<file path="config.mk">
export PLATFORM = sky130hd
export DESIGN_NAME = nvsc_host
export DESIGN_NICKNAME = d
export VERILOG_FILES = /design/src/rtl/nvsc_pkg.sv /design/src/rtl/nvsc_host.sv
export VERILOG_INCLUDE_DIRS = /design/src /design/src/rtl
export SDC_FILE = /design/constraint.sdc
export NUM_CORES = 1
export LEC_CHECK = 0
export ABC_AREA = 1
export BUFFER_PORTS_ARGS = -buffer_cell sky130_fd_sc_hd__buf_2
export CAP_MARGIN = 20
export CORE_ASPECT_RATIO = 2
export CORE_MARGIN = 5
export CORE_UTILIZATION = 40
export CTS_CLUSTER_SIZE = 20
export DETAILED_ROUTE_END_ITERATION = 12
export SYNTH_ARGS = -nofsm -noshare
export SYNTH_HDL_FRONTEND = slang
export SYNTH_SLANG_ARGS = --single-unit
</file>
<file path="constraint.sdc">
create_clock -name clk_i -period 6.97 [get_ports clk_i]
set_input_delay 1.0455 -clock clk_i [delete_from_list [all_inputs] [get_ports clk_i]]
set_output_delay 1.0455 -clock clk_i [all_outputs]
set_load 0.02 [all_outputs]
</file>
<file path="src/rtl/nvsc_map.svh">
// constants for the nonvolatile sram host controller
//------------------------------------------------------------
// Notes on behaviour
// - write strobe stays high through every read cycle.
// - store_busy_n is left released during ordinary reads and writes.
// - clock register writes end by select or strobe, never byte lanes.
// - low byte lane is asserted before select or strobe for clock writes.
// - command sequence advances on select or gate terminated reads.
// - six command addresses are read in order, strobe high throughout.
// - pin-triggered save request drives store_busy_n low 15 ns or more.
//------------------------------------------------------------
`ifndef NVSC_MAP_SVH
`define NVSC_MAP_SVH

`define NVSC_CLK_MHZ 100
`define NVSC_ADDR_W 18
`define NVSC_DATA_W 16
`define NVSC_CMD_LSB 2
`define NVSC_CMD_MSB 14
`define NVSC_CMD_LEN 6
// memory cycle timing in ns
`define NVSC_T_CYC_NS 25
`define NVSC_T_PULSE_NS 20
`define NVSC_T_CYC_CLK ((`NVSC_T_CYC_NS * `NVSC_CLK_MHZ + 999) / 1000)
`define NVSC_T_PULSE_CLK ((`NVSC_T_PULSE_NS * `NVSC_CLK_MHZ + 999) / 1000)
// pin-triggered save pulse
`define NVSC_T_SAVE_REQ_NS 15
`define NVSC_T_SAVE_REQ_CLK ((`NVSC_T_SAVE_REQ_NS * `NVSC_CLK_MHZ + 999) / 1000)
// wait for busy to appear after a request or a command
`define NVSC_T_GRACE_NS 25
`define NVSC_T_GRACE_CLK ((`NVSC_T_GRACE_NS * `NVSC_CLK_MHZ + 999) / 1000)
// longest operations in us and ms
`define NVSC_T_SSP_US 100
`define NVSC_T_RECALL_US 200
`define NVSC_T_STORE_MS 8
`define NVSC_T_PWRUP_MS 20
`define NVSC_T_SSP_CLK (`NVSC_T_SSP_US * `NVSC_CLK_MHZ)
`define NVSC_T_RECALL_CLK (`NVSC_T_RECALL_US * `NVSC_CLK_MHZ)
`define NVSC_T_STORE_CLK (`NVSC_T_STORE_MS * 1000 * `NVSC_CLK_MHZ)
`define NVSC_T_PWRUP_CLK (`NVSC_T_PWRUP_MS * 1000 * `NVSC_CLK_MHZ)
`define NVSC_TMR_W 22

`endif

</file>
<file path="src/rtl/nvsc_pkg.sv">
// types for the nonvolatile sram host controller
package nvsc_pkg;

	typedef enum logic [1:0] {
		NVSC_OP_READ,
		NVSC_OP_WRITE,
		NVSC_OP_CMD,
		NVSC_OP_SAVE
	} nvsc_op_t;

	typedef enum logic [1:0] {
		NVSC_TERM_CS,
		NVSC_TERM_WE,
		NVSC_TERM_OE
	} nvsc_term_t;

endpackage : nvsc_pkg

</file>
<file path="src/rtl/nvsc_host.sv">
// host controller driving an asynchronous nonvolatile sram
`timescale 1ns/1ps
`include "nvsc_map.svh"

module nvsc_host
	import nvsc_pkg::*;
(
	// clock and reset
	input wire logic clk_i,
	input wire logic rst_b_i,
	// user request
	input wire logic req_i,
	input wire nvsc_op_t op_i,
	input wire nvsc_term_t term_i,
	input wire logic [`NVSC_ADDR_W-1:0] addr_i,
	input wire logic [`NVSC_DATA_W-1:0] wdata_i,
	input wire logic [1:0] lanes_i,
	input wire logic [`NVSC_ADDR_W*`NVSC_CMD_LEN-1:0] cmd_seq_i,
	input wire logic powerup_i,
	output logic ready_o,
	output logic done_o,
	output logic [`NVSC_DATA_W-1:0] rdata_o,
	output logic timeout_o,
	// memory pins
	output logic [`NVSC_ADDR_W-1:0] mem_addr_o,
	output logic chip_sel_n_o,
	output logic write_n_o,
	output logic out_gate_n_o,
	output logic low_byte_lane_n_o,
	output logic high_byte_lane_n_o,
	input wire logic [`NVSC_DATA_W-1:0] mem_dq_i,
	output logic [`NVSC_DATA_W-1:0] mem_dq_o,
	output logic mem_dq_oe_o,
	// store busy pin, open drain
	input wire logic store_busy_n_i,
	output logic store_busy_n_o,
	output logic store_busy_n_oe_o
);

	//------------------------------------------------------------
	// reset and pin synchronisers
	//------------------------------------------------------------
	logic [1:0] rst_sync_q;
	logic rst_n;
	logic [2:0] busy_sync_q;
	logic busy_low_q;

	// release through two flops
	always_ff @(posedge clk_i or negedge rst_b_i) begin
		if (!rst_b_i) begin
			rst_sync_q <= 2'h0;
		end else begin
			rst_sync_q <= {rst_sync_q[0], 1'b1};
		end
	end
	assign rst_n = rst_sync_q[1];

	// three flops; a change counts when stages two and three agree
	always_ff @(posedge clk_i or negedge rst_n) begin
		if (!rst_n) begin
			busy_sync_q <= 3'h7;
			busy_low_q <= 1'b0;
		end else begin
			busy_sync_q <= {busy_sync_q[1:0], store_busy_n_i};
			if (busy_sync_q[2] == busy_sync_q[1]) begin
				busy_low_q <= ~busy_sync_q[2];
			end
		end
	end

	//------------------------------------------------------------
	// sequencer
	//------------------------------------------------------------
	typedef enum logic [3:0] {
		ST_PWRUP, ST_IDLE, ST_SETUP, ST_STROBE, ST_RECOVER,
		ST_SAVE_PULSE, ST_GRACE, ST_BUSY
	} nvsc_state_t;

	nvsc_state_t state_q;
	nvsc_op_t op_q;
	nvsc_term_t term_q;
	logic [`NVSC_TMR_W-1:0] tmr_q;
	logic [`NVSC_TMR_W-1:0] limit_q;
	logic [2:0] step_q;
	logic [`NVSC_ADDR_W-1:0] addr_q;
	logic [`NVSC_ADDR_W*`NVSC_CMD_LEN-1:0] seq_q;
	logic is_read;

	assign is_read = (op_q == NVSC_OP_READ) || (op_q == NVSC_OP_CMD);

	// state, timer and sequence step
	always_ff @(posedge clk_i or negedge rst_n) begin
		if (!rst_n) begin
			state_q <= ST_PWRUP;
			op_q <= NVSC_OP_READ;
			term_q <= NVSC_TERM_CS;
			tmr_q <= '0;
			limit_q <= `NVSC_TMR_W'(`NVSC_T_PWRUP_CLK);
			step_q <= 3'h0;
			addr_q <= '0;
			seq_q <= '0;
		end else begin
			tmr_q <= tmr_q + `NVSC_TMR_W'(1);
			unique case (state_q)
				ST_PWRUP: begin
					// wait out power-up restore, ends early when busy released
					if (powerup_i || (tmr_q >= limit_q) ||
						(tmr_q > `NVSC_TMR_W'(`NVSC_T_GRACE_CLK) && !busy_low_q)) begin
						state_q <= ST_IDLE;
					end
				end
				ST_IDLE: begin
					tmr_q <= '0;
					if (req_i && !busy_low_q) begin
						op_q <= op_i;
						term_q <= (op_i == NVSC_OP_CMD) ? NVSC_TERM_CS : term_i;
						addr_q <= (op_i == NVSC_OP_CMD) ? cmd_seq_i[`NVSC_ADDR_W-1:0] : addr_i;
						seq_q <= cmd_seq_i;
						step_q <= 3'h0;
						state_q <= (op_i == NVSC_OP_SAVE) ? ST_SAVE_PULSE : ST_SETUP;
					end
				end
				ST_SETUP: begin
					// address and lanes settle with strobes high
					tmr_q <= '0;
					state_q <= ST_STROBE;
				end
				ST_STROBE: begin
					if (tmr_q >= `NVSC_TMR_W'(`NVSC_T_PULSE_CLK)) begin
						tmr_q <= '0;
						state_q <= ST_RECOVER;
					end
				end
				ST_RECOVER: begin
					if (tmr_q >= `NVSC_TMR_W'(`NVSC_T_CYC_CLK - `NVSC_T_PULSE_CLK)) begin
						if (op_q == NVSC_OP_CMD && step_q != 3'(`NVSC_CMD_LEN - 1)) begin
							// next command address back to back
							step_q <= step_q + 3'h1;
							addr_q <= seq_q[(32'(step_q) + 1) * `NVSC_ADDR_W +: `NVSC_ADDR_W];
							state_q <= ST_SETUP;
						end else if (op_q == NVSC_OP_CMD) begin
							tmr_q <= '0;
							limit_q <= `NVSC_TMR_W'(`NVSC_T_SSP_CLK + `NVSC_T_STORE_CLK);
							state_q <= ST_GRACE;
						end else begin
							state_q <= ST_IDLE;
						end
					end
				end
				ST_SAVE_PULSE: begin
					if (tmr_q >= `NVSC_TMR_W'(`NVSC_T_SAVE_REQ_CLK - 1)) begin
						tmr_q <= '0;
						limit_q <= `NVSC_TMR_W'(`NVSC_T_STORE_CLK);
						state_q <= ST_GRACE;
					end
				end
				ST_GRACE: begin
					// busy may not show yet; a skipped save never shows it
					if (busy_low_q) begin
						state_q <= ST_BUSY;
					end else if (tmr_q >= `NVSC_TMR_W'(`NVSC_T_GRACE_CLK + 3)) begin
						state_q <= ST_IDLE;
					end
				end
				ST_BUSY: begin
					// hold off all access until the device lets go
					if (!busy_low_q || tmr_q >= limit_q) begin
						state_q <= ST_IDLE;
					end
				end
				default: state_q <= ST_IDLE;
			endcase
		end
	end

	//------------------------------------------------------------
	// memory pins, registered
	//------------------------------------------------------------
	logic in_cycle;
	logic strobe;
	logic lane_on;
	assign in_cycle = (state_q == ST_SETUP) || (state_q == ST_STROBE);
	assign strobe = (state_q == ST_STROBE);
	// lanes lead select and strobe and hold until both are released, so a lane never ends a write
	assign lane_on = in_cycle || (state_q == ST_RECOVER);

	always_ff @(posedge clk_i or negedge rst_n) begin
		if (!rst_n) begin
			mem_addr_o <= '0;
			chip_sel_n_o <= 1'b1;
			write_n_o <= 1'b1;
			out_gate_n_o <= 1'b1;
			low_byte_lane_n_o <= 1'b1;
			high_byte_lane_n_o <= 1'b1;
			mem_dq_o <= '0;
			mem_dq_oe_o <= 1'b0;
		end else begin
			mem_addr_o <= addr_q;
			// lanes come up with the setup cycle, before select or strobe
			low_byte_lane_n_o <= !(lane_on && (lanes_i[0] || op_q == NVSC_OP_CMD));
			high_byte_lane_n_o <= !(lane_on && (lanes_i[1] || op_q == NVSC_OP_CMD));
			// select ends the cycle unless strobe or gate is chosen; then select outlasts them
			chip_sel_n_o <= !(strobe || (state_q == ST_RECOVER && term_q != NVSC_TERM_CS));
			write_n_o <= !(strobe && !is_read);
			out_gate_n_o <= !(is_read && (strobe || (in_cycle && term_q != NVSC_TERM_OE)));
			mem_dq_o <= wdata_i;
			mem_dq_oe_o <= strobe && !is_read;
		end
	end

	//------------------------------------------------------------
	// store busy pin: released unless a save is requested
	//------------------------------------------------------------
	always_ff @(posedge clk_i or negedge rst_n) begin
		if (!rst_n) begin
			store_busy_n_o <= 1'b1;
			store_busy_n_oe_o <= 1'b0;
		end else begin
			store_busy_n_o <= 1'b0;
			store_busy_n_oe_o <= (state_q == ST_SAVE_PULSE);
		end
	end

	//------------------------------------------------------------
	// user side status
	//------------------------------------------------------------
	always_ff @(posedge clk_i or negedge rst_n) begin
		if (!rst_n) begin
			ready_o <= 1'b0;
			done_o <= 1'b0;
			rdata_o <= '0;
			timeout_o <= 1'b0;
		end else begin
			ready_o <= (state_q == ST_IDLE) && !busy_low_q;
			done_o <= 1'b0;
			timeout_o <= 1'b0;
			// sample data at end of strobe, plain reads only; command reads are not trusted
			if (state_q == ST_STROBE && tmr_q >= `NVSC_TMR_W'(`NVSC_T_PULSE_CLK) &&
				op_q == NVSC_OP_READ) begin
				rdata_o <= mem_dq_i;
			end
			if ((state_q == ST_RECOVER && op_q != NVSC_OP_CMD &&
				tmr_q >= `NVSC_TMR_W'(`NVSC_T_CYC_CLK - `NVSC_T_PULSE_CLK)) ||
				(state_q == ST_GRACE && !busy_low_q &&
				tmr_q >= `NVSC_TMR_W'(`NVSC_T_GRACE_CLK + 3)) ||
				(state_q == ST_BUSY && (!busy_low_q || tmr_q >= limit_q))) begin
				done_o <= 1'b1;
			end
			if (state_q == ST_BUSY && busy_low_q && tmr_q >= limit_q) begin
				timeout_o <= 1'b1;
			end
		end
	end

endmodule : nvsc_host

</file>
* Word-level counts from Yosys, hierarchy flattened *
Index checks and enable logic that the tools add are counted.

storage, ports and cells
  word-level logic and storage cells = 143
  bits of input ports = 169
  output and inout bits = 61
  bits in registers = 248

operators by class
  equality and inequality tests = 24
  order comparisons = 5
  bitwise gates (word level) = 1
  $add $sub $neg = 3
  multipliers = 1
  shifts and indexed selects = 1
  mux-type cells = 35
  reductions and logical operators = 48

operator list
  kind                                                   number
  2-to-1 mux 22 bit                                      9
  variable part select 108 x 10 -> 18 bit                1
  one-hot mux 22 bit (4 select lines)                    1
  2-to-1 mux 18 bit                                      4
  one-hot mux 22 bit (2 select lines)                    1
  one-hot mux 18 bit (2 select lines)                    1
  2-to-1 mux 4 bit                                       8
  one-hot mux 4 bit (8 select lines)                     1
  adder 22 x 1 -> 22 bit (second input constant)         1
  >= comparator 22 x 1 -> 1 bit (second input constant)  1
  >= comparator 22 x 2 -> 1 bit (second input constant)  1
  >= comparator 22 bit                                   1
  >= comparator 22 x 3 -> 1 bit (second input constant)  1
  > comparator 22 x 2 -> 1 bit (second input constant)   1
  logical AND 1 bit                                      19
  2-to-1 mux 3 bit                                       6
  equality test 4 x 3 -> 1 bit (second input constant)   4
  != test 2 bit (second input constant)                  7
  logical OR 1 bit                                       12
  equality test 4 x 2 -> 1 bit (second input constant)   2
  multiplier 4 x 4 -> 8 bit (second input constant)      1
  != test 2 x 1 -> 1 bit (second input constant)         4
  zero test 1 bit                                        7
  AND reduction 7 bit                                    1
  other kinds (18)                                       23

* Longest topological paths before layout *
  word-level depth = 6
  depth in mapped cells = 13
  mapped depth without buffers = 13

* Least setup slack after synthesis *
Ideal clock, no wire load.

  kind = input -> register
  start = input port op_i[1]
  end = register addr_q[0]
  path buffers = 1
  library setup time = 127 ps
  data required time = 6843 ps
  stages = 8
  arrival = 1987 ps
  slack = 4856 ps
  cell sequence = inv_1 -> nor2_1 -> inv_1 -> clkbuf_1 -> nor2_1 -> nor2_1 -> a21oi_1 -> o21ai_0

on the way
  longest elaborated chain between the ends = 4

ends and longest elaborated chain
  element                              line              text
  from (decl)                          nvsc_host.sv:13   input wire nvsc_op_t op_i,
  equality test 2 bit                  nvsc_host.sv:117  addr_q <= (op_i == NVSC_OP_CMD) ? cmd_seq_i[`NVSC_ADDR_W-1:0] : addr_i;
  2-to-1 mux 18 bit                    nvsc_host.sv:117
  2-to-1 mux 18 bit                    nvsc_host.sv:114  if (req_i && !busy_low_q) begin
  one-hot mux 18 bit (2 select lines)  nvsc_host.sv:104  unique case (state_q)
  to (signal assigned)                 nvsc_host.sv:117
  to (signal assigned)                 nvsc_host.sv:139  addr_q <= seq_q[(32'(step_q) + 1) * `NVSC_ADDR_W +: `NVSC_ADDR_W];
  to (decl)                            nvsc_host.sv:85   logic [`NVSC_ADDR_W-1:0] addr_q;

No other way between the ends. The select of a mux whose other input is x is not followed.
A chain may end at the register's enable or synchronous reset.

* Worst setup path in the final report *
  start = register step_q[0]
  end = register addr_q[0]

on the way
  longest elaborated chain between the ends = 6
  elaborated cells on any way between the ends = 10
  classes of those cells = add/sub: 1; mul: 1; eq/ne: 2; shift: 1; mux: 3; reduce/logical: 2

ends and longest elaborated chain
  element                                  line              text
  from (decl)                              nvsc_host.sv:84   logic [2:0] step_q;
  from (signal assigned)                   nvsc_host.sv:138  step_q <= step_q + 3'h1;
  adder 3 x 1 -> 4 bit                     nvsc_host.sv:139
  multiplier 4 x 4 -> 8 bit (no line)      n/a
  variable part select 108 x 10 -> 18 bit  nvsc_host.sv:139
  2-to-1 mux 18 bit                        nvsc_host.sv:136  if (op_q == NVSC_OP_CMD && step_q != 3'(`NVSC_CMD_LEN - 1)) begin
  2-to-1 mux 18 bit                        nvsc_host.sv:135  if (tmr_q >= `NVSC_TMR_W'(`NVSC_T_CYC_CLK - `NVSC_T_PULSE_CLK)) begin
  one-hot mux 18 bit (2 select lines)      nvsc_host.sv:104

Parallel ways exist; a longest one is shown, timed or not. The select of a mux whose other input is x is not followed.

==> results.cfg <==
[outcome]
status = completed

[clocking]
cts_made_buffers = 21
cts_setup_buffers = 0
h-tree-depth = 1
path_clk_slew_ns = 0.07
hold_buffers = 0
cts_sinks = 211
cts_tree = yes
clock_latency_ns = 0.52
cts_buffer_depth = 3
postCtsResizedCells = 0
cts_root_buffer = clkbuf_16

[setup_path]
regToRegSetupSlack_ns = 3.93
critPathKind = reg2reg
cp_data_arrival_time_ns = 3.38
cp.required_ns = 7.31
cp-startpoint = step_q[0]
endpoint_kind = register
worstSetupStartpointType = register
r2r_cells = 7
r2r-start = step_q[0]
crit_fanout = 52
critPathCapture = addr_q[0]
r2r-end = addr_q[0]

[grt]
grt_use_total_pct = 20.18
grt-ovfl-total = 0
grt_max_degree = 134
grt_pass1_vias = 8402
grt_pass1_wl_um = 44100
grt_antenna_before_repair = 2

[power]
leakagePower_nw = 6.174
p_int_mw = 3.063
irDropWorstVdd_mv = 0.2315
seqPwrFrac_pct = 39.8
combPwrFrac_pct = 34.4
switching_share_pct = 37.45
power_density_nw_per_um2 = 414.4
pwr-share-clk_pct = 25.7
power_mw = 4.898
p_switching_mw = 1.834

[timing]
drv_slew = 0
fmaxAchievable_mhz = 328.6
hold_viol = 0
final-setup-viol-count = 0
rsz0062_at_grt = false
hold_ws_ns = 0.1572
setup_tns_ns = 0
relSlewSlack_pct = 38.67
worstMarginPinSlew_ns = 0.9142
min_period_ns = 3.043
finClkSkew_ns = 0.02754
post-route-period-util_pct = 43.66

[cells_and_area]
fillers = 2380
layout.cells.most_common_list = 413 x nand2_1, 229 x buf_2, 199 x dfrtp_1
final_common_cell = nand2_1
area_growth_pct = 21.88
nNetsFinal = 1528
final_layout_size_suffix_gt1_share_pct = 25.06
fin_area_um2 = 11820

[yosys]
yosysTopAreaCellShare_pct = 51.87
synth_warnings = 0
syn-num-nets = 1318
netlist_area_um2 = 9697
ys_seq_area_share_pct = 54.58
synthCells = 1133
yosys_register_bits = 211
synth-async-reset-ratio_pct = 100.0
synth_edf_count = 0
synth.avg_cell_area_um2 = 8.559
ys.flop_type = dfrtp_1
ys_types = 40
synth_area_leaders = dfrtp_1 52%, nand2_1 16%, o21ai_0 4.1%
yosysTopAreaCell = dfrtp_1

[route]
vias = 8229
ant_nets = 0
drc_errors = 0
wl_um = 27850
vias_per_cell = 5.002
drt_iter0_drc = 418
routedWlPerCell_um = 16.93
drtPass1Iterations = 5

[job]
maxCapViolations = 0

[die]
start_util_pct = 40.53
core_area_um2 = 23920
pin_count = 230
floorplan.rows = 80
fp.dieH_um = 230.2
die_w_um = 120.1
die_area_um2 = 27640

[worst_hold_path]
holdCritPathClass = reg2async

[place]
dp_hpwl_um = 20190
place_congestion = 0.8814
dpl-instance-area_um2 = 10990
port_buffers = 229
==> through the flow <==
stage | std cells | setup slack, ns | util, %
global route | 1645 | 3.533 | 49.40
floorplan | 1133 | 0.6722 | -
global placement | 1604 | 3.768 | 45.90
CTS | 1642 | 3.864 | 49.16
finish | 1645 | 3.927 | 49.40
detailed placement | 1605 | 3.729 | 45.95
==> kinds of logic (layout without fill, tap and decap cells) <==
| family | after synthesis | after routing | share of synthesized area [%] |
|---|---|---|---|
| fa+ha+maj | 16 | 16 | 2.064 |
| other cells | 2 | 3 | 0.07745 |
| compound gates | 152 | 152 | 8.258 |
| mux | 16 | 16 | 2.245 |
| buf+inv | 121 | 345 | 5.665 |
| xor+xnor | 12 | 12 | 1.084 |
| simple gates | 603 | 603 | 26.03 |
| flops | 211 | 211 | 54.58 |
==> power groups by stage <==
stage                     Clock, mW  Combinational (mW)  Sequential (mW)
after detailed placement          0                1.65             1.98
after CTS                      1.29                1.66             1.96
after global routing           1.34                1.91             2.01
after global placement            0                1.63             1.97
final                          1.26                1.69             1.95
after floorplan                   0                1.05             2.05
==> synth_stat cells, types with 16 or more instances <==
| master | n |
|---|---|
| ha_1 | 16 |
| a21oi_1 | 42 |
| nor2_1 | 89 |
| nand3_1 | 49 |
| o21ai_0 | 79 |
| clkbuf_1 | 19 |
| inv_1 | 62 |
| o21ai_1 | 21 |
| dfrtp_1 | 201 |
| nand2_1 | 413 |
| buf_2 | 19 |
==> final cells by class <==
| cell class | instances | area, µm² | area share [%] |
|---|---|---|---|
| sequential | 211 | 5298 | 44.82 |
| multi-input combinational | 801 | 3857 | 32.64 |
| timing repair buffer | 238 | 1270 | 10.75 |
| clock buffer | 24 | 566.8 | 4.796 |
| tap | 287 | 359.1 | 3.038 |
| inverter | 70 | 264.0 | 2.234 |
| clock inverter | 13 | 201.4 | 1.704 |
| antenna | 1 | 2.502 | 0.02117 |
==> sequential cells by signal, summed over array words and instances, names as in the netlist, 3 cells and up <==
| name | flops |
|---|---|
| step_q | 3 |
| busy_sync_q | 3 |
| addr_q | 18 |
| seq_q | 90 |
| mem_dq_o | 16 |
| rdata_o | 16 |
| mem_addr_o | 18 |
| state_q | 3 |
| limit_q | 4 |
| tmr_q | 22 |
==> per-layer routing <==
metal | global-route usage (%) | vias up | part of all wire (%)
li1 | - | 4026 | -
met2 | 38.51 | 277 | 55
met4 | 8.569 | 2 | 4.2
met5 | 0 | - | 0.025
met1 | 21.78 | 3858 | 36
met3 | 2.779 | 66 | 5.3
==> worst max-delay path, cell delays in order, from the launching register on <==
cell      delay, ns
dfrtp_2        0.94
clkinv_1       1.00
nor2_1         0.29
o21ai_0        0.18
nand2_1        0.13
nand2_1        0.11
a21oi_1        0.14
o21ai_0        0.09
==> how the worst min path moves through the flow <==
| stage | endpoint | slack [ns] | depth (start not counted) |
|---|---|---|---|
| finish | seq_q[77] | 0.16 | 0 |
| global route | seq_q[77] | 0.17 | 0 |
| CTS | rst_sync_q[1] | 0.29 | 1 |
| detailed placement | rst_sync_q[1] | 0.34 | 0 |
| global placement | rst_sync_q[1] | 0.34 | 0 |
| floorplan | rst_sync_q[1] | 0.33 | 0 |
Power figures use the tool's default switching activity.
